==> config.mk <==
export PLATFORM = sky130hd
export DESIGN_NAME = tcs_top
export DESIGN_NICKNAME = d
export VERILOG_FILES = /design/src/tcs_pkg.sv /design/src/tcs_chan_if.sv /design/src/tcs_circuit.sv /design/src/tcs_top.sv
export SDC_FILE = /design/constraint.sdc
export NUM_CORES = 1
export LEC_CHECK = 0
export BUFFER_PORTS_ARGS = -buffer_cell sky130_fd_sc_hd__buf_4
export CAP_MARGIN = 40
export CORE_MARGIN = 1
export CORE_UTILIZATION = 40
export CTS_BUF_LIST = sky130_fd_sc_hd__clkbuf_4
export DETAILED_ROUTE_END_ITERATION = 8
export SYNTH_ARGS = -nofsm -noshare
export SYNTH_HDL_FRONTEND = slang
export SYNTH_SLANG_ARGS = --single-unit
==> constraint.sdc <==
create_clock -name clk_i -period 3.25 [get_ports clk_i]
set_clock_uncertainty 0.2 [all_clocks]
set_input_delay 0 -clock clk_i [delete_from_list [all_inputs] [get_ports clk_i]]
set_output_delay 0 -clock clk_i [all_outputs]
set_load 0.02 [all_outputs]
==> src/tcs_pkg.sv <==
// Shared constants for the trip circuit supervisor: register map, field
// positions, reset values and timebase figures.
// Assumes a 50 MHz system clock and a 32-bit APB register port.
`default_nettype none
package tcs_pkg;
	// ****************************************
	// Timebase
	// ****************************************
	localparam int unsigned CLK_HZ = 50_000_000; // System clock rate
	localparam int unsigned SAMPLE_MS = 500; // Sense input sampling interval
	localparam int unsigned SAMPLE_CYCLES_DEF = CLK_HZ / 1000 * SAMPLE_MS;
	localparam int unsigned SAMPLES_PER_SEC = 1000 / SAMPLE_MS; // Ticks per second
	localparam logic [5:0] TWO_INPUT_SAMPLES = 6'h03; // Consecutive samples, two-input mode
	localparam logic [4:0] DELAY_MIN_S = 5'h01; // One-input delay floor, seconds
	localparam logic [4:0] DELAY_MAX_S = 5'h1E; // One-input delay ceiling, seconds
	localparam int NUM_CIRC = 3; // Supervised circuits

	// ****************************************
	// Register map
	// ****************************************
	localparam int APB_AW = 8; // Address width
	localparam logic [7:0] CTRL_OFS = 8'h00; // Control, read/write
	localparam logic [7:0] ROUTE_OFS = 8'h04; // Input routing, read/write
	localparam logic [7:0] STATUS_OFS = 8'h08; // Status, read only
	localparam logic [7:0] INPUTS_OFS = 8'h0C; // Raw sense inputs, read only

	// CTRL fields
	localparam int CTRL_EN_BIT = 0; // Supervision switch
	localparam int CTRL_TWO_BIT = 1; // Inputs per circuit: 1 = two
	localparam int CTRL_CNT_LSB = 2; // Supervised circuit count, 2 bits
	localparam int CTRL_DLY_LSB = 8; // One-input delay in seconds, 5 bits
	localparam logic [31:0] CTRL_RESET = 32'h0000_020E; // Off, two inputs, 3 circuits, 2 s
	localparam logic [31:0] CTRL_MASK = 32'h0000_1F0F; // Implemented bits

	// ROUTE fields
	localparam int ROUTE_TRIP_LSB = 0; // Trip relay input routed, per circuit
	localparam int ROUTE_BRK_LSB = 4; // Breaker relay input routed, per circuit
	localparam logic [31:0] ROUTE_RESET = 32'h0000_0000;
	localparam logic [31:0] ROUTE_MASK = 32'h0000_0077;

	// STATUS fields
	localparam int STAT_FAIL_LSB = 0; // Per-circuit failure
	localparam int STAT_MISM_LSB = 4; // Per-circuit routing mismatch
	localparam int STAT_OFF_BIT = 8; // Supervision off
	localparam int STAT_CFAIL_BIT = 9; // Common failure output
	localparam int STAT_MANY_BIT = 10; // Any routing mismatch
endpackage
`default_nettype wire

==> src/tcs_chan_if.sv <==
// Carrier between the supervisor top and one circuit checker.
// Assumes one clock domain; sense inputs and freeze pass straight from top ports, unregistered.
`timescale 1ns/10ps
`default_nettype none
interface tcs_chan_if;
	logic sample_tick; // One-cycle sampling strobe
	logic active; // Circuit supervised and correctly routed
	logic freeze; // System fault in progress
	logic mode_two; // Two sense inputs in use
	logic first_in; // Trip relay sense input
	logic second_in; // Breaker relay sense input
	logic [5:0] limit; // One-input delay in sample ticks
	logic fail; // Debounced failure state
	modport ctrl (output sample_tick, active, freeze, mode_two, first_in, second_in, limit,
		input fail);
	modport chan (input sample_tick, active, freeze, mode_two, first_in, second_in, limit,
		output fail);
endinterface
`default_nettype wire

==> src/tcs_circuit.sv <==
// Debounce and failure state of one supervised trip circuit.
// Assumes sample_tick is a one-cycle pulse and limit is at least two.
`timescale 1ns/10ps
`default_nettype none
module tcs_circuit import tcs_pkg::*; (
	// Clock and reset
	input wire logic clk_i,
	input wire logic reset_i,
	// Channel
	tcs_chan_if.chan ch
);
	// ****************************************
	// Debounce counter
	// ****************************************
	logic [5:0] cnt_reg; // Consecutive samples disagreeing with fail
	logic [5:0] cnt_next;
	logic fail_reg; // Failure state
	logic fail_next;
	logic abnormal; // Current sample is abnormal
	logic [5:0] lim; // Samples needed to change state

	// Same count sets and clears the alarm, so both delays match
	always_comb begin
		abnormal = ch.mode_two ? (!ch.first_in && !ch.second_in) : !ch.first_in;
		lim = ch.mode_two ? TWO_INPUT_SAMPLES : ch.limit;
		cnt_next = cnt_reg;
		fail_next = fail_reg;
		if (!ch.active) begin
			// Disabled or misrouted circuit reports nothing
			cnt_next = '0;
			fail_next = 1'b0;
		end else if (ch.freeze) begin
			// Trip contacts legally close during faults; restart the count
			cnt_next = '0;
		end else if (ch.sample_tick) begin
			if (abnormal != fail_reg) begin
				if (cnt_reg == lim - 6'h01) begin
					fail_next = abnormal;
					cnt_next = '0;
				end else begin
					cnt_next = cnt_reg + 6'h01;
				end
			end else begin
				// Short excursions are forgotten
				cnt_next = '0;
			end
		end
	end

	// Register only
	always_ff @(posedge clk_i or posedge reset_i) begin
		if (reset_i) begin
			cnt_reg <= '0;
			fail_reg <= 1'b0;
		end else begin
			cnt_reg <= cnt_next;
			fail_reg <= fail_next;
		end
	end

	assign ch.fail = fail_reg;
endmodule // tcs_circuit
`default_nettype wire

==> src/tcs_top.sv <==
// Trip circuit supervisor top: APB registers, sampling timebase, routing
// check and the common outputs; instantiates one checker per circuit.
// Assumes sense inputs and system_fault_i are synchronous to clk_i.
//
// The implementer's own choices: register access over APB and the address map.
`timescale 1ns/10ps
`default_nettype none
// Notes on behaviour
// - Each circuit uses one or two inputs.
// - Missing routing raises per-circuit mismatch alarm.
// - Two-input patterns other than both-low are normal.
// - Two-input: both low is sole fault.
// - Inputs sampled every 500 ms.
// - Two-input alarm after three abnormal samples.
// - Two-input alarm clears after same samples.
// - Two-input delay fixed, about 1-2 s.
// - One-input: high normal, low while tripping.
// - One-input: lasting low means circuit failure.
// - Brief one-input low raises no alarm.
// - One-input delay configurable, same clear delay.
// - No supervision during system fault handling.
// - Global switch and inputs-per-circuit setting.
// - Up to three circuits, two inputs each.
// - One-input delay 1 to 30 s, default 2.
// - Common failure output and off indication.
module tcs_top import tcs_pkg::*; #(
	parameter int unsigned SAMPLE_CYCLES = SAMPLE_CYCLES_DEF // Clocks per sample tick
) (
	// Clock and reset
	input wire logic clk_i,
	input wire logic reset_i,
	// APB slave
	input wire logic psel_i,
	input wire logic penable_i,
	input wire logic pwrite_i,
	input wire logic [APB_AW-1:0] paddr_i,
	input wire logic [31:0] pwdata_i,
	output logic [31:0] prdata_o,
	output logic pready_o,
	output logic pslverr_o,
	// Sense inputs and fault state
	input wire logic [NUM_CIRC-1:0] first_sense_input_i,
	input wire logic [NUM_CIRC-1:0] second_sense_input_i,
	input wire logic system_fault_i,
	// Alarms
	output logic trip_circuit_fail_o,
	output logic supervision_off_flag_o,
	output logic routing_mismatch_alarm_o,
	output logic [NUM_CIRC-1:0] circuit_mismatch_o
);
	// ****************************************
	// Helpers
	// ****************************************
	// Known register offset
	function automatic logic addr_ok(input logic [APB_AW-1:0] a);
		addr_ok = (a == CTRL_OFS) || (a == ROUTE_OFS) || (a == STATUS_OFS) || (a == INPUTS_OFS);
	endfunction

	// Keep the one-input delay inside its range
	function automatic logic [4:0] clamp_delay(input logic [4:0] d);
		if (d < DELAY_MIN_S) begin
			clamp_delay = DELAY_MIN_S;
		end else if (d > DELAY_MAX_S) begin
			clamp_delay = DELAY_MAX_S;
		end else begin
			clamp_delay = d;
		end
	endfunction

	// ****************************************
	// Register file
	// ****************************************
	logic [31:0] ctrl_reg; // Control
	logic [31:0] ctrl_next;
	logic [31:0] route_reg; // Routing
	logic [31:0] route_next;
	logic [31:0] prdata_reg; // Read data, loaded in setup
	logic [31:0] prdata_next;
	logic pready_reg; // High for the one access cycle
	logic pready_next;
	logic pslverr_reg; // Unmapped address
	logic pslverr_next;
	logic [NUM_CIRC-1:0] fail_vec; // Per-circuit failure
	logic fail_reg; // Common failure
	logic off_reg; // Supervision off
	logic many_reg; // Any mismatch
	logic [NUM_CIRC-1:0] mism_reg; // Per-circuit mismatch
	logic [31:0] status_word; // Status as read
	logic [31:0] inputs_word; // Raw inputs as read
	logic [4:0] wdelay; // Delay field of write data

	always_comb begin
		status_word = '0;
		status_word[STAT_FAIL_LSB +: NUM_CIRC] = fail_vec;
		status_word[STAT_MISM_LSB +: NUM_CIRC] = mism_reg;
		status_word[STAT_OFF_BIT] = off_reg;
		status_word[STAT_CFAIL_BIT] = fail_reg;
		status_word[STAT_MANY_BIT] = many_reg;
		inputs_word = '0;
		inputs_word[ROUTE_TRIP_LSB +: NUM_CIRC] = first_sense_input_i;
		inputs_word[ROUTE_BRK_LSB +: NUM_CIRC] = second_sense_input_i;
	end

	// Read data is prepared in setup so every APB output is a flop;
	// pready is already high in the first access cycle, so transfers take no wait state
	always_comb begin
		ctrl_next = ctrl_reg;
		route_next = route_reg;
		prdata_next = prdata_reg;
		pready_next = 1'b0;
		pslverr_next = 1'b0;
		wdelay = pwdata_i[CTRL_DLY_LSB +: 5];
		if (psel_i && !penable_i) begin
			// Setup: decode and answer next cycle
			pready_next = 1'b1;
			pslverr_next = !addr_ok(paddr_i);
			prdata_next = '0;
			if (!pwrite_i) begin
				unique case (paddr_i)
					CTRL_OFS: prdata_next = ctrl_reg;
					ROUTE_OFS: prdata_next = route_reg;
					STATUS_OFS: prdata_next = status_word;
					INPUTS_OFS: prdata_next = inputs_word;
					default: prdata_next = '0;
				endcase
			end
		end else if (psel_i && penable_i && pready_reg && pwrite_i) begin
			// Access: write lands at the completing edge
			if (paddr_i == CTRL_OFS) begin
				ctrl_next = pwdata_i & CTRL_MASK;
				ctrl_next[CTRL_DLY_LSB +: 5] = clamp_delay(wdelay);
			end
			if (paddr_i == ROUTE_OFS) begin
				route_next = pwdata_i & ROUTE_MASK;
			end
		end
	end

	// Register only
	always_ff @(posedge clk_i or posedge reset_i) begin
		if (reset_i) begin
			ctrl_reg <= CTRL_RESET;
			route_reg <= ROUTE_RESET;
			prdata_reg <= '0;
			pready_reg <= 1'b0;
			pslverr_reg <= 1'b0;
		end else begin
			ctrl_reg <= ctrl_next;
			route_reg <= route_next;
			prdata_reg <= prdata_next;
			pready_reg <= pready_next;
			pslverr_reg <= pslverr_next;
		end
	end

	assign prdata_o = prdata_reg;
	assign pready_o = pready_reg;
	assign pslverr_o = pslverr_reg;

	// ****************************************
	// Sampling timebase
	// ****************************************
	logic [31:0] div_reg; // Prescaler count
	logic [31:0] div_next;
	logic tick_reg; // Sample strobe
	logic tick_next;

	// Free-running prescaler, independent of the switch
	always_comb begin
		tick_next = 1'b0;
		div_next = div_reg + 32'h0000_0001;
		if (div_reg == 32'(SAMPLE_CYCLES - 1)) begin
			div_next = '0;
			tick_next = 1'b1;
		end
	end

	// Register only
	always_ff @(posedge clk_i or posedge reset_i) begin
		if (reset_i) begin
			div_reg <= '0;
			tick_reg <= 1'b0;
		end else begin
			div_reg <= div_next;
			tick_reg <= tick_next;
		end
	end

	// ****************************************
	// Routing check and circuits
	// ****************************************
	logic sup_en; // Supervision switch
	logic mode_two; // Two inputs per circuit
	logic [1:0] circ_cnt; // Supervised circuits
	logic [5:0] limit_samples; // One-input delay in ticks
	logic [NUM_CIRC-1:0] in_use; // Circuit configured
	logic [NUM_CIRC-1:0] mism_now; // Routing mismatch, combinational

	assign sup_en = ctrl_reg[CTRL_EN_BIT];
	assign mode_two = ctrl_reg[CTRL_TWO_BIT];
	assign circ_cnt = ctrl_reg[CTRL_CNT_LSB +: 2];
	assign limit_samples = 6'(ctrl_reg[CTRL_DLY_LSB +: 5] * SAMPLES_PER_SEC);

	generate
		for (genvar i = 0; i < NUM_CIRC; i++) begin : g_circ
			tcs_chan_if ch ();
			assign in_use[i] = 2'(i) < circ_cnt;
			// Missing trip input, or missing breaker input in two-input mode
			assign mism_now[i] = sup_en && in_use[i] && (!route_reg[ROUTE_TRIP_LSB + i]
				|| (mode_two && !route_reg[ROUTE_BRK_LSB + i]));
			assign ch.sample_tick = tick_reg;
			assign ch.active = sup_en && in_use[i] && !mism_now[i];
			assign ch.freeze = system_fault_i;
			assign ch.mode_two = mode_two;
			assign ch.first_in = first_sense_input_i[i];
			assign ch.second_in = second_sense_input_i[i];
			assign ch.limit = limit_samples;
			assign fail_vec[i] = ch.fail;
			tcs_circuit tcs_circuit_i (
				.clk_i(clk_i),
				.reset_i(reset_i),
				.ch(ch)
			);
		end
	endgenerate

	// ****************************************
	// Output flags
	// ****************************************
	logic fail_next; // Common failure
	logic off_next; // Supervision off
	logic many_next; // Any mismatch

	// Failure is masked while a system fault is being handled
	always_comb begin
		fail_next = (|fail_vec) && !system_fault_i;
		off_next = !sup_en || (circ_cnt == 2'h0);
		many_next = |mism_now;
	end

	// Register only
	always_ff @(posedge clk_i or posedge reset_i) begin
		if (reset_i) begin
			fail_reg <= 1'b0;
			off_reg <= 1'b1;
			many_reg <= 1'b0;
			mism_reg <= '0;
		end else begin
			fail_reg <= fail_next;
			off_reg <= off_next;
			many_reg <= many_next;
			mism_reg <= mism_now;
		end
	end

	assign trip_circuit_fail_o = fail_reg;
	assign supervision_off_flag_o = off_reg;
	assign routing_mismatch_alarm_o = many_reg;
	assign circuit_mismatch_o = mism_reg;
endmodule // tcs_top
`default_nettype wire

* Word level (Yosys, flattened, before mapping) *
Cells that the tools add are included.

operators by class
  add/sub/neg operators = 5
  $lt $le $gt $ge = 5
  equal/unequal tests = 25
  muxes and demuxes = 42
  bitwise operators = 1
  reductions and logical operators = 55

operators by type and width
  operator                                                                  number
  6-bit 2-to-1 mux                                                          16
  13-bit case mux with 4 select lines                                       1
  32-bit by 1-bit adder with 32-bit output (second input constant)          1
  32-bit by 25-bit equality test with 1-bit output (second input constant)  1
  32-bit 2-to-1 mux                                                         1
  2-bit inequality test (second input constant)                             12
  1-bit 2-to-1 mux                                                          21
  1-bit logical AND                                                         20
  1-bit logical NOT                                                         19
  6-bit by 1-bit adder with 6-bit output (second input constant)            3
  6-bit equality test                                                       3
  8-bit by 4-bit equality test with 1-bit output (second input constant)    2
  13-bit 2-to-1 mux                                                         1
  4-bit AND reduction                                                       3
  5-bit 2-to-1 mux                                                          2
  3-bit inequality test (second input constant)                             3
  8-bit by 3-bit equality test with 1-bit output (second input constant)    1
  8-bit logical NOT                                                         1
  1-bit logical OR                                                          7
  3-bit AND reduction                                                       2
  3-bit OR reduction                                                        2
  6-bit by 1-bit subtractor with 6-bit output (second input constant)       1
  5-bit > comparator (second input constant)                                1
  5-bit by 1-bit < comparator with 1-bit output (second input constant)     1
  other kinds (5)                                                           8

word-level totals
  flip-flop bits (word level) = 109
  logic and storage cells = 150

* Logic depth before layout (Yosys ltp) *
Gate-level depths: netlist (run 1).

  word-level depth = 8
  depth in mapped cells = 9

* Cells and area by module *
Synthesis (run 1) repeated with hierarchy kept, for this count alone.

unflattened totals
  cell total of the unflattened synthesis = 542
  area, all modules = 5236.3 um2

by module, submodules not included
  module       times used  cells each  area each (um2)
  tcs_top      1           323         3385.7
  tcs_circuit  3           73          616.8

* Worst setup path before layout (run 1) *
OpenSTA, ideal clock, no wires.

  path type = register to register
  from = register ctrl_reg[1]
  to = register g_circ[1].tcs_circuit_i.cnt_reg[1]
  setup time = 122 ps
  arrival time = 2408 ps
  data required time = 2928 ps
  slack = 521 ps
  stages on the path, launching flop included = 10
  clock period less this slack = 2729 ps
  cells stage by stage = dfstp_2 -> buf_2 -> inv_2 -> nand2_1 -> ha_1 -> nor3b_1 -> mux2i_2 -> xnor2_1 -> or3_1 -> a32o_1

between the ends
  word-level cells in the longest chain between the ends = 8

RTL lines
  what                                         line               source
  from (decl)                                  tcs_top.sv:73      logic [31:0] ctrl_reg;
  from (signal assigned)                       tcs_top.sv:148     ctrl_reg <= ctrl_next;
  6-bit 2-to-1 mux                             tcs_circuit.sv:25  lim = ch.mode_two ? TWO_INPUT_SAMPLES : ch.limit;
  6-bit by 1-bit subtractor with 6-bit output  tcs_circuit.sv:37  if (cnt_reg == lim - 6'h01) begin
  6-bit equality test                          tcs_circuit.sv:37
  6-bit 2-to-1 mux                             tcs_circuit.sv:37
  6-bit 2-to-1 mux                             tcs_circuit.sv:36  if (abnormal != fail_reg) begin
  6-bit 2-to-1 mux                             tcs_circuit.sv:35  end else if (ch.sample_tick) begin
  6-bit 2-to-1 mux                             tcs_circuit.sv:32  end else if (ch.freeze) begin
  6-bit 2-to-1 mux                             tcs_circuit.sv:28  if (!ch.active) begin
  to (signal assigned)                         tcs_circuit.sv:56  cnt_reg <= cnt_next;
  to (decl)                                    tcs_circuit.sv:15  logic [5:0] cnt_reg;

Parallel ways exist; a longest one is shown, timed or not. The select of a mux whose other input is x is not followed.
A chain may end at the register's enable or synchronous reset.

* Worst setup path in the final report (run 1) *
Ends and elaborated chain as after synthesis.

==> impl_metrics.json, run 1 <==
{
  "status": "finished with violations",
  "violations": "DRC",
  "syn2layout_area_growth_pct": 20.36,
  "power_density_mw_per_mm2": 326.4,
  "cp_data_required_time_ns": 3.43,
  "routed_wirelength_um": 11090,
  "cts_sinks": 89,
  "maxUsedRoutingLayer": "met4",
  "fp-row-count": 39,
  "seq_area_frac_synth_pct": 46.35,
  "cp_slowest_cell": "dfstp_2",
  "fillers": 1060,
  "clock_latency_ns": 0.47,
  "die_y_um": 111.8,
  "synth_area_leaders": "dfrtp_1 (44%), mux2_2 (4.4%), nand2_1 (4.3%), xnor2_1 (4.0%), xor2_1 (4.0%)",
  "antenna_found_initial": 1,
  "cts_tree": "done",
  "syn_area_mm2": 0.004818,
  "rrSetupSlack_ns": 0.25,
  "fin_crit_sh_pct": 92.35,
  "path_delay_family": "simple AND/OR/NAND/NOR gates",
  "start_kind": "flop",
  "maxSlewViolCount": 0,
  "io_pins": 92,
  "grt_pass1_wl_um": 18520,
  "grt_use_total_pct": 19.02,
  "routed_via_density": 5.338,
  "r2r.worst_path.cells": 8,
  "grt_pass1_vias": 3654,
  "clk_pin_slew_ns": 0.14,
  "worstSetupEndpointType": "flop",
  "met3_length_um": 599,
  "cpPeakStageDelay_ns": 0.68,
  "grt_max_degree": 48,
  "gp_congestion": 0.8004,
  "core_mm2": 0.01156,
  "hpwl_um": 7670,
  "power.total_mw": 1.893,
  "reg2reg_to": "g_circ[1].tcs_circuit_i.cnt_reg[1]",
  "rsz0062_at_grt": "false",
  "avgSynthCellArea_um2": 10.17,
  "layoutNonFillerInstCount": 714,
  "wl_met1_um": 5107,
  "reg2reg_from": "ctrl_reg[1]",
  "cp_cell_sequence": "inv_2 -> nand2_1 -> ha_1 -> nor3b_1 -> mux2i_2 -> xnor2_1 -> or3_1 -> a32o_1",
  "cts_setup_buffers": 0,
  "wl_met2_um": 5232,
  "drv_cap": 0,
  "root_buffer": "clkbuf_4",
  "min_delay_path_depth": 6,
  "initial_core_util_pct": 41.66,
  "synth_edf_count": 0,
  "worstMarginPinSlew_ns": 0.7867,
  "final_util_pct": 50.15,
  "die_area_mm2": 0.01249,
  "synth_warnings": 0,
  "tns_ns": 0,
  "worst_slack_ns": 0.2488,
  "ir_drop_mv": 0.2453,
  "worstHoldStart": "paddr_i[1]",
  "async_reset_ff_share_pct": 100.0,
  "place_ws_ns": 0.2676,
  "synthFlopType": "dfrtp_1",
  "finalHoldViolCount": 0,
  "wl_per_cell_um": 15.53,
  "fmax_mhz": 333.2,
  "synth_top_area_share_pct": 43.63,
  "dr.pass1.iters": 6,
  "critPathBufInv": 1,
  "htree_num_levels": 3,
  "cp_max_fo": 12,
  "placedCellCount": 662,
  "drt_iter0_markers": 217,
  "leakage_nw": 2.592,
  "ys_ff_latch": 89,
  "cts_buffers": 9,
  "drive_gt1_share_pct": 20.18,
  "die_width_um": 111.8,
  "critical_path_class": "reg -> reg",
  "gr-total-overflow": 0,
  "synthCells": 474,
  "ant_nets": 0,
  "drc": 10,
  "min_to": "route_reg[1]",
  "relSlewSlack_pct": 47.15,
  "clock_path_buffers": 2,
  "yosys.area.top_type": "dfrtp_1",
  "setup_viol_count_final": 0,
  "port_buffers": 51,
  "synth.distinct_cells": 57,
  "vias": 3811,
  "final_nets": 623,
  "fin_crit_ns": 3.001,
  "cp.arrival_ns": 3.18,
  "largest_register_ffs": 32,
  "hold_class": "in -> reg"
}
-- cells by family after synthesis --
kind of cell	Yosys count	share of synthesized area, %
buffers and inverters	35	4.518
adder cells (fa/ha/maj)	5	1.298
flip-flops	89	46.35
other	1	0.07783
AO/OA/AOI/OAI	76	11.56
XOR/XNOR	45	8.335
multiplexers	26	6.751
AND/OR/NAND/NOR	197	21.11
-- stage by stage --
| stage | area [µm²] | hold WS (ns) |
|---|---|---|
| finish | 5799 | 0.05981 |
| floorplan | 4890 | -0.1336 |
| CTS | 5797 | 0.02647 |
| detailed placement | 5304 | -0.03456 |
| global placement | 5304 | -0.04088 |
| global route | 5799 | 0.05199 |
-- worst max path at each step --
stage / end / start / cells past startpoint
after floorplan: g_circ[1].tcs_circuit_i.cnt_reg[1] / ctrl_reg[1] / 9
after global placement: g_circ[1].tcs_circuit_i.cnt_reg[1] / ctrl_reg[1] / 8
after detailed placement: g_circ[2].tcs_circuit_i.cnt_reg[1] / ctrl_reg[1] / 8
after CTS: g_circ[2].tcs_circuit_i.cnt_reg[1] / ctrl_reg[1] / 8
after global routing: g_circ[2].tcs_circuit_i.cnt_reg[2] / ctrl_reg[1] / 7
final: g_circ[1].tcs_circuit_i.cnt_reg[1] / ctrl_reg[1] / 8
-- per-layer routing --
layer / vias up / global-route usage (%)
met5: - / 0
met4: 0 / 5.856
met3: 12 / 4.464
met2: 90 / 31.01
met1: 1843 / 25.09
li1: 1866 / -
-- tightest hold or removal path, cell delays in order --
cell     delay, ns
buf_4         0.08
nor2_1        0.04
nand3_1       0.06
nor2_1        0.05
nand2_1       0.27
mux2_2        0.21
-- final cells by class --
cell class                      instances  area (µm²)  share of cell area, %
Sequential cell                        89        2233                  38.51
Timing Repair Buffer                   92       793.3                  13.68
Multi-Input combinational cell        369        2439                  42.05
Inverter                                5       20.02                 0.3452
Tap cell                              143       178.9                  3.085
Clock inverter                          5       57.56                 0.9924
Antenna cell                            1       2.502                0.04315
Clock buffer                           10       75.07                  1.294
-- synth_stat cells, types with 3 or more instances --
cell type,instances
dfrtp_1,84
nand2_1,55
nor2_1,36
nand3_1,22
xnor2_1,22
xor2_1,22
buf_4,20
mux2_2,19
nand4_1,15
o211ai_1,15
o21ai_0,14
nand2b_1,11
nor3_1,11
or3_1,10
o311ai_0,9
a21oi_1,8
and3_1,8
nor2b_1,7
a32o_1,6
dfstp_2,5
ha_1,5
o21ai_1,5
clkbuf_1,4
inv_1,4
a22oi_1,3
buf_2,3
mux2i_1,3
mux4_2,3
o31ai_1,3
o31ai_2,3
or2_2,3
or4_1,3
-- placed cells by master (no fill, tap or decap), types with 5 or more instances in the layout --
| cell | Yosys | layout |
|---|---|---|
| xnor2_1 | 22 | 22 |
| nand4_1 | 15 | 15 |
| o211ai_1 | 15 | 15 |
| a21oi_1 | 8 | 8 |
| o311ai_0 | 9 | 9 |
| dfrtp_1 | 84 | 84 |
| a32o_1 | 6 | 6 |
| dfstp_2 | 5 | 5 |
| nand3_1 | 22 | 22 |
| and3_1 | 8 | 8 |
| conb_1 | 1 | 20 |
| buf_4 | 20 | 55 |
| nand2b_1 | 11 | 11 |
| xor2_1 | 22 | 22 |
| clkbuf_4 | 0 | 10 |
| o21ai_0 | 14 | 14 |
| dlygate4sd3_1 | 0 | 36 |
| nor2_1 | 36 | 36 |
| o21ai_1 | 5 | 5 |
| nand2_1 | 55 | 55 |
| mux2_2 | 19 | 19 |
| nor2b_1 | 7 | 7 |
| or3_1 | 10 | 10 |
| ha_1 | 5 | 5 |
| nor3_1 | 11 | 11 |
-- where the power goes --
| part | total, mW | leakage, nW | switching [mW] | internal (mW) |
|---|---|---|---|---|
| Sequential | 1.11 | 1.21 | 0.00188 | 1.11 |
| Combinational | 0.155 | 1.32 | 0.0860 | 0.0695 |
| Clock | 0.625 | 0.0661 | 0.388 | 0.237 |
| Total | 1.89 | 2.59 | 0.476 | 1.42 |
-- what timing repair did --
action,4_1_cts,5_1_grt
hold endpoints to repair,140,0
hold buffers,36,0
resized for setup,0,0
(Power assumes the default switching activity.)
==> inputs of run 2 (changes only) <==
==> constraint.sdc (replaced) <==
create_clock -name clk_i -period 2.9 [get_ports clk_i]
set_clock_uncertainty 0.2 [all_clocks]
set_input_delay 0 -clock clk_i [delete_from_list [all_inputs] [get_ports clk_i]]
set_output_delay 0 -clock clk_i [all_outputs]
set_load 0.02 [all_outputs]
==> run 2 against run 1 <==
Against the previous run: the run still ends with DRC left; utilization is 0.72 points higher; worst setup slack worse by 0.13 ns; clock power is 14% higher; critical path type unchanged.
==> impl_metrics.json, run 2 (same netlist as run 1, synthesis figures left out) <==
{
  "status": "finished with violations",
  "violations": "DRC",
  "fp-row-count": 39,
  "cpPeakStageDelay_ns": 0.61,
  "initial_core_util_pct": 41.66,
  "power_density_mw_per_mm2": 362.7,
  "routed_wirelength_um": 11030,
  "placedCellCount": 674,
  "stdcell_area_mm2": 0.005883,
  "power.switching_mw": 0.5290,
  "die_width_um": 111.8,
  "grt_pass1_vias": 3856,
  "drive_gt1_share_pct": 21.99,
  "die_y_um": 111.8,
  "final_cell_mix": "dfrtp_1 (84), buf_4 (67), nand2_1 (55), nor2_1 (36), dlygate4sd3_1 (35)",
  "gr-total-overflow": 0,
  "swShare_pct": 24.79,
  "p_int_mw": 1.605,
  "worstSetupEndpointType": "flop",
  "final_nets": 634,
  "met2_usage_pct": 31.88,
  "vias": 3823,
  "maxSlewViolCount": 0,
  "cp_cell_sequence": "nand2_1 -> ha_1 -> buf_4 -> xnor2_1 -> or3_1 -> nand4_1 -> buf_4 -> o31ai_2 -> o211ai_1",
  "hold_class": "in -> async",
  "grt.met3_usage_pct": 3.375,
  "rsz0062_at_grt": "false",
  "fmax_mhz": 360.1,
  "reg2reg_from": "ctrl_reg[9]",
  "finalHoldViolCount": 0,
  "core_mm2": 0.01156,
  "busiest_layer": "met2",
  "ctsResizeCount": 0,
  "root_buffer": "clkbuf_4",
  "grt_max_degree": 49,
  "port_buffers": 51,
  "die_area_mm2": 0.01249,
  "drv_cap": 0,
  "clock_path_buffers": 2,
  "cp_data_required_time_ns": 3.00,
  "met1_usage_pct": 25.11,
  "io_pins": 92,
  "grt_pass1_wl_um": 18990,
  "htree_num_levels": 3,
  "mostFrequentLayoutCell": "dfrtp_1",
  "p_seq_share_pct": 58.4,
  "pwr-share-comb_pct": 8.2,
  "cp_slowest_cell": "dfstp_2",
  "ir_drop_mv": 0.2409,
  "reg2reg_to": "g_circ[2].tcs_circuit_i.cnt_reg[2]",
  "dr.pass1.iters": 7,
  "largest_register_ffs": 32,
  "critical_path_class": "reg -> reg",
  "clock_latency_ns": 0.43,
  "gp_congestion": 0.8013,
  "dpl-instance-area_mm2": 0.005394,
  "drt_iter0_markers": 215,
  "cp.arrival_ns": 2.88,
  "cts_tree": "done",
  "cp_max_fo": 5,
  "rrSetupSlack_ns": 0.12,
  "clk_pin_slew_ns": 0.15,
  "ant_nets": 0,
  "tns_ns": 0,
  "r2r.worst_path.cells": 9,
  "leakage_nw": 2.655,
  "routed_via_density": 5.273,
  "wl_per_cell_um": 15.21,
  "cts_sinks": 89,
  "insertedDiodeCount": 0,
  "layoutNonFillerInstCount": 725,
  "p_clk_share_pct": 33.4,
  "syn2layout_area_growth_pct": 22.10,
  "fin_crit_ns": 2.777,
  "worstMarginPinSlew_ns": 0.7734,
  "relSlewSlack_pct": 48.44,
  "setup_viol_count_final": 0,
  "path_common_cell": "buf_4",
  "antenna_found_initial": 0,
  "grt_use_total_pct": 19.00,
  "power.total_mw": 2.134,
  "cts_buffers": 9,
  "fin_crit_sh_pct": 95.76,
  "drc": 10,
  "hpwl_um": 7790,
  "start_kind": "flop"
}
==> run 2: cell types whose count changed in the layout (fill, tap and decap cells not counted) <==
cell,delta
clkinvlp_4,-2
clkbuf_4,+1
dlygate4sd3_1,-1
diode_2,-1
clkinv_4,+1
buf_4,+12
clkinv_2,+1
==> run 2: how the worst max path moves through the flow <==
stage	from	endpoint	slack, ns
after global placement	ctrl_reg[9]	g_circ[0].tcs_circuit_i.cnt_reg[3]	0.21
after detailed placement	ctrl_reg[9]	g_circ[2].tcs_circuit_i.cnt_reg[2]	0.14
after floorplan	ctrl_reg[1]	g_circ[1].tcs_circuit_i.cnt_reg[1]	0.17
final	ctrl_reg[9]	g_circ[2].tcs_circuit_i.cnt_reg[2]	0.12
after CTS	ctrl_reg[9]	g_circ[2].tcs_circuit_i.cnt_reg[2]	0.10
after global routing	ctrl_reg[9]	g_circ[0].tcs_circuit_i.cnt_reg[3]	0.0007
==> run 2: critical path: cells and delay by family (launching register included) <==
| kind | cells | cell delay [ns] |
|---|---|---|
| flip-flops | 1 | 0.61 |
| adder cells (fa/ha/maj) | 1 | 0.21 |
| AO/OA/AOI/OAI | 2 | 0.52 |
| buffers and inverters | 2 | 0.33 |
| AND/OR/NAND/NOR | 3 | 0.39 |
| XOR/XNOR | 1 | 0.40 |
==> run 2: timing repair <==
item / 4_1_cts / 5_1_grt
hold endpoints to repair: 139 / 0
endpoints found under the setup margin: 0 / 0
setup buffers: 0 / 0
hold buffers: 35 / 0
==> run 2: cell type report <==
type / count / area (µm²)
clock inverters: 5 / 56.30
repair buffers: 103 / 873.3
flip-flops and latches: 89 / 2233
well taps: 143 / 178.9
multi-input cells: 369 / 2439
fillers: 1045 / 5682
clock buffers: 11 / 82.58
inverters: 5 / 20.02
==> run 2: metal layers <==
metal	wire length, µm	share of wire (%)
met4	149	1.4
met2	5256	48
met1	5181	47
met3	441	4.0
met5	0	0
==> run 2: per-stage QoR <==
| stage | worst slack [ns] | hold WS, ns | util [%] |
|---|---|---|---|
| floorplan | 0.1706 | -0.1336 | - |
| finish | 0.1230 | 0.01340 | 50.87 |
| global placement | 0.2115 | -0.03573 | 46.64 |
| global route | 0.0007174 | 0.04943 | 50.87 |
| CTS | 0.1003 | 0.01177 | 50.87 |
| detailed placement | 0.1430 | -0.03336 | 46.64 |
==> run 2: power groups by stage <==
stage / Combinational (mW) / Sequential, mW / Clock, mW
after detailed placement: 0.141 / 1.27 / 0
after CTS: 0.175 / 1.25 / 0.737
after global placement: 0.140 / 1.27 / 0
after global routing: 0.192 / 1.25 / 0.796
final: 0.174 / 1.25 / 0.713
after floorplan: 0.0980 / 1.27 / 0
==> inputs of run 3 (changes only) <==
--- a/config.mk
+++ b/config.mk
@@ -5,12 +5,12 @@
 export SDC_FILE = /design/constraint.sdc
 export NUM_CORES = 1
 export LEC_CHECK = 0
-export BUFFER_PORTS_ARGS = -buffer_cell sky130_fd_sc_hd__buf_4
 export CAP_MARGIN = 40
 export CORE_MARGIN = 1
 export CORE_UTILIZATION = 40
 export CTS_BUF_LIST = sky130_fd_sc_hd__clkbuf_4
 export DETAILED_ROUTE_END_ITERATION = 8
+export DONT_BUFFER_PORTS = 1
 export SYNTH_ARGS = -nofsm -noshare
 export SYNTH_HDL_FRONTEND = slang
 export SYNTH_SLANG_ARGS = --single-unit
==> run 3 against run 2 <==
Against the previous run: the run still ends with DRC left; clock-buffer cell count rose by 1; combinational power fell by 17%; sequential share of layout area increased by 2.0 points; worst setup slack gained 0.0089 ns; maximum frequency up 0.32%; sequential cell count is the same; non-clock buffer count decreased by 46; cell area decreased by 5.1%; via count is 2.9% lower; power decreased by 0.69%; first-iteration DRC count down 7.0%.
==> impl_metrics.json, run 3 (same netlist as run 1, synthesis figures left out) <==
{
  "htree_num_levels": 3,
  "root_buffer": "clkbuf_4",
  "worstSetupEndpoint": "route_reg[1]",
  "worstMarginPinSlew_ns": 0.7790,
  "die_y_um": 111.8,
  "initial_core_util_pct": 41.66,
  "cp_max_fo": 6,
  "grt_use_total_pct": 19.01,
  "gr-total-overflow": 0,
  "routed_via_density": 5.459,
  "hold_slack_ns": 0.02738,
  "grt_pass1_vias": 3763,
  "r2r.worst_path.cells": 6,
  "cts_setup_buffers": 0,
  "wl_per_cell_um": 16.13,
  "cts_tree": "done",
  "finalHoldViolCount": 0,
  "mostFrequentLayoutCell": "dfrtp_1",
  "fp-row-count": 39,
  "antenna_found_initial": 1,
  "worstSetupEndpointType": "flop",
  "grt_max_degree": 44,
  "tns_ns": 0,
  "cp-startpoint": "pready_o",
  "clk_pin_slew_ns": 0.15,
  "relSlewSlack_pct": 47.90,
  "routed_wirelength_um": 10970,
  "fmax_mhz": 361.3,
  "ir_drop_mv": 0.3566,
  "cp_slowest_cell": "dlygate4sd3_1",
  "clock_path_buffers": 2,
  "cp_cell_sequence": "nand4_1 -> dlygate4sd3_1 -> nor2_1 -> nand2_2 -> dlygate4sd3_1 -> mux2_2",
  "grt_pass1_wl_um": 18750,
  "dpl-instance-area_mm2": 0.005001,
  "dr.pass1.iters": 7,
  "maxSlewViolCount": 0,
  "fin_crit_sh_pct": 95.45,
  "final_nets": 588,
  "core_mm2": 0.01156,
  "drt_iter0_markers": 200,
  "cts_sinks": 89,
  "largest_register_ffs": 32,
  "gp_congestion": 0.7969,
  "violations": "DRC",
  "port_buffers": 0,
  "hold_class": "in -> reg",
  "vias": 3712,
  "drive_gt1_share_pct": 14.37,
  "cpPeakStageDelay_ns": 0.63,
  "setup_viol_count_final": 0,
  "reg2reg_to": "route_reg[1]",
  "die_area_mm2": 0.01249,
  "die_width_um": 111.8,
  "power.total_mw": 2.119,
  "clock_latency_ns": 0.46,
  "critical_path_class": "reg -> reg",
  "cts_buffers": 9,
  "fillers": 1070,
  "hpwl_um": 7694,
  "stdcell_area_mm2": 0.005585,
  "syn2layout_area_growth_pct": 15.92,
  "leakage_nw": 2.436,
  "path_common_cell": "dlygate4sd3_1",
  "drv_cap": 0,
  "ant_nets": 0,
  "cp.arrival_ns": 2.93,
  "power_density_mw_per_mm2": 379.4,
  "drc": 10,
  "reg2reg_from": "pready_o",
  "cp_data_required_time_ns": 3.06,
  "fin_crit_ns": 2.768,
  "status": "finished with violations",
  "rrSetupSlack_ns": 0.13,
  "rsz0062_at_grt": "false",
  "start_kind": "flop",
  "final_cell_mix": "dfrtp_1 (84), nand2_1 (54), dlygate4sd3_1 (43), nor2_1 (36)",
  "io_pins": 92
}
[run 3: cell types whose count changed in the layout (fill, tap and decap cells not counted), sizes merged]
cell | previous run | this run
diode | 0 | 1
clkbuf | 11 | 12
clkinv | 5 | 2
dlygate4sd3 | 35 | 43
buf | 68 | 14
clkinvlp | 0 | 2
[run 3: cell type report]
cell class / count / area, µm² / share of cell area (%)
Multi-Input combinational cell: 369 / 2446 / 43.79
Sequential cell: 89 / 2233 / 39.99
Timing Repair Buffer: 57 / 560.5 / 10.04
Tap cell: 143 / 178.9 / 3.203
Clock buffer: 12 / 90.09 / 1.613
Clock inverter: 4 / 53.80 / 0.9633
Inverter: 5 / 20.02 / 0.3584
Antenna cell: 1 / 2.502 / 0.04480
[run 3: critical path, delay by kind of cell (launching register included)]
kind	cells	cell delay (ns)
mux	1	0.28
flops	1	0.50
simple gates	3	0.48
buf+inv	2	1.20
[run 3: power by group]
part | leakage (nW) | internal, mW | switching, mW
Clock | 0.0738 | 0.294 | 0.433
Sequential | 1.21 | 1.24 | 0.00440
Combinational | 1.15 | 0.0554 | 0.0883
[run 3: how the worst min path moves through the flow]
stage	start	endpoint	slack (ns)	depth (start not counted)
after global placement	system_fault_i	trip_circuit_fail_o	-0.13	1
after CTS	pwdata_i[3]	ctrl_reg[3]	0.01	2
final	pwdata_i[3]	ctrl_reg[3]	0.03	2
after floorplan	system_fault_i	trip_circuit_fail_o	-0.13	1
after global routing	pwdata_i[3]	ctrl_reg[3]	0.0005	2
after detailed placement	reset_i	ctrl_reg[10]	-0.32	1
[run 3: timing repair]
item / 4_1_cts / 5_1_grt
endpoints found under the setup margin: 0 / 8
hold endpoints to repair: 140 / 0
hold buffers: 43 / 0
resized for setup: 0 / 4
[run 3: metal layers]
metal	global-route usage, %	vias up	routed length (µm)
met1	24.82	1821	5039
met5	0	-	0
met2	30.77	80	5187
met3	5.335	16	547
li1	-	1795	-
met4	5.586	0	191
[run 3: per-stage QoR]
step | utilization (%) | setup WS, ns | cells
final | 48.30 | 0.1319 | 680
after global routing | 48.30 | 0.0001430 | 680
after CTS | 48.21 | 0.1010 | 679
after detailed placement | 43.24 | 0.1489 | 620
after global placement | 43.07 | 0.2336 | 619
after floorplan | - | 0.1706 | 493
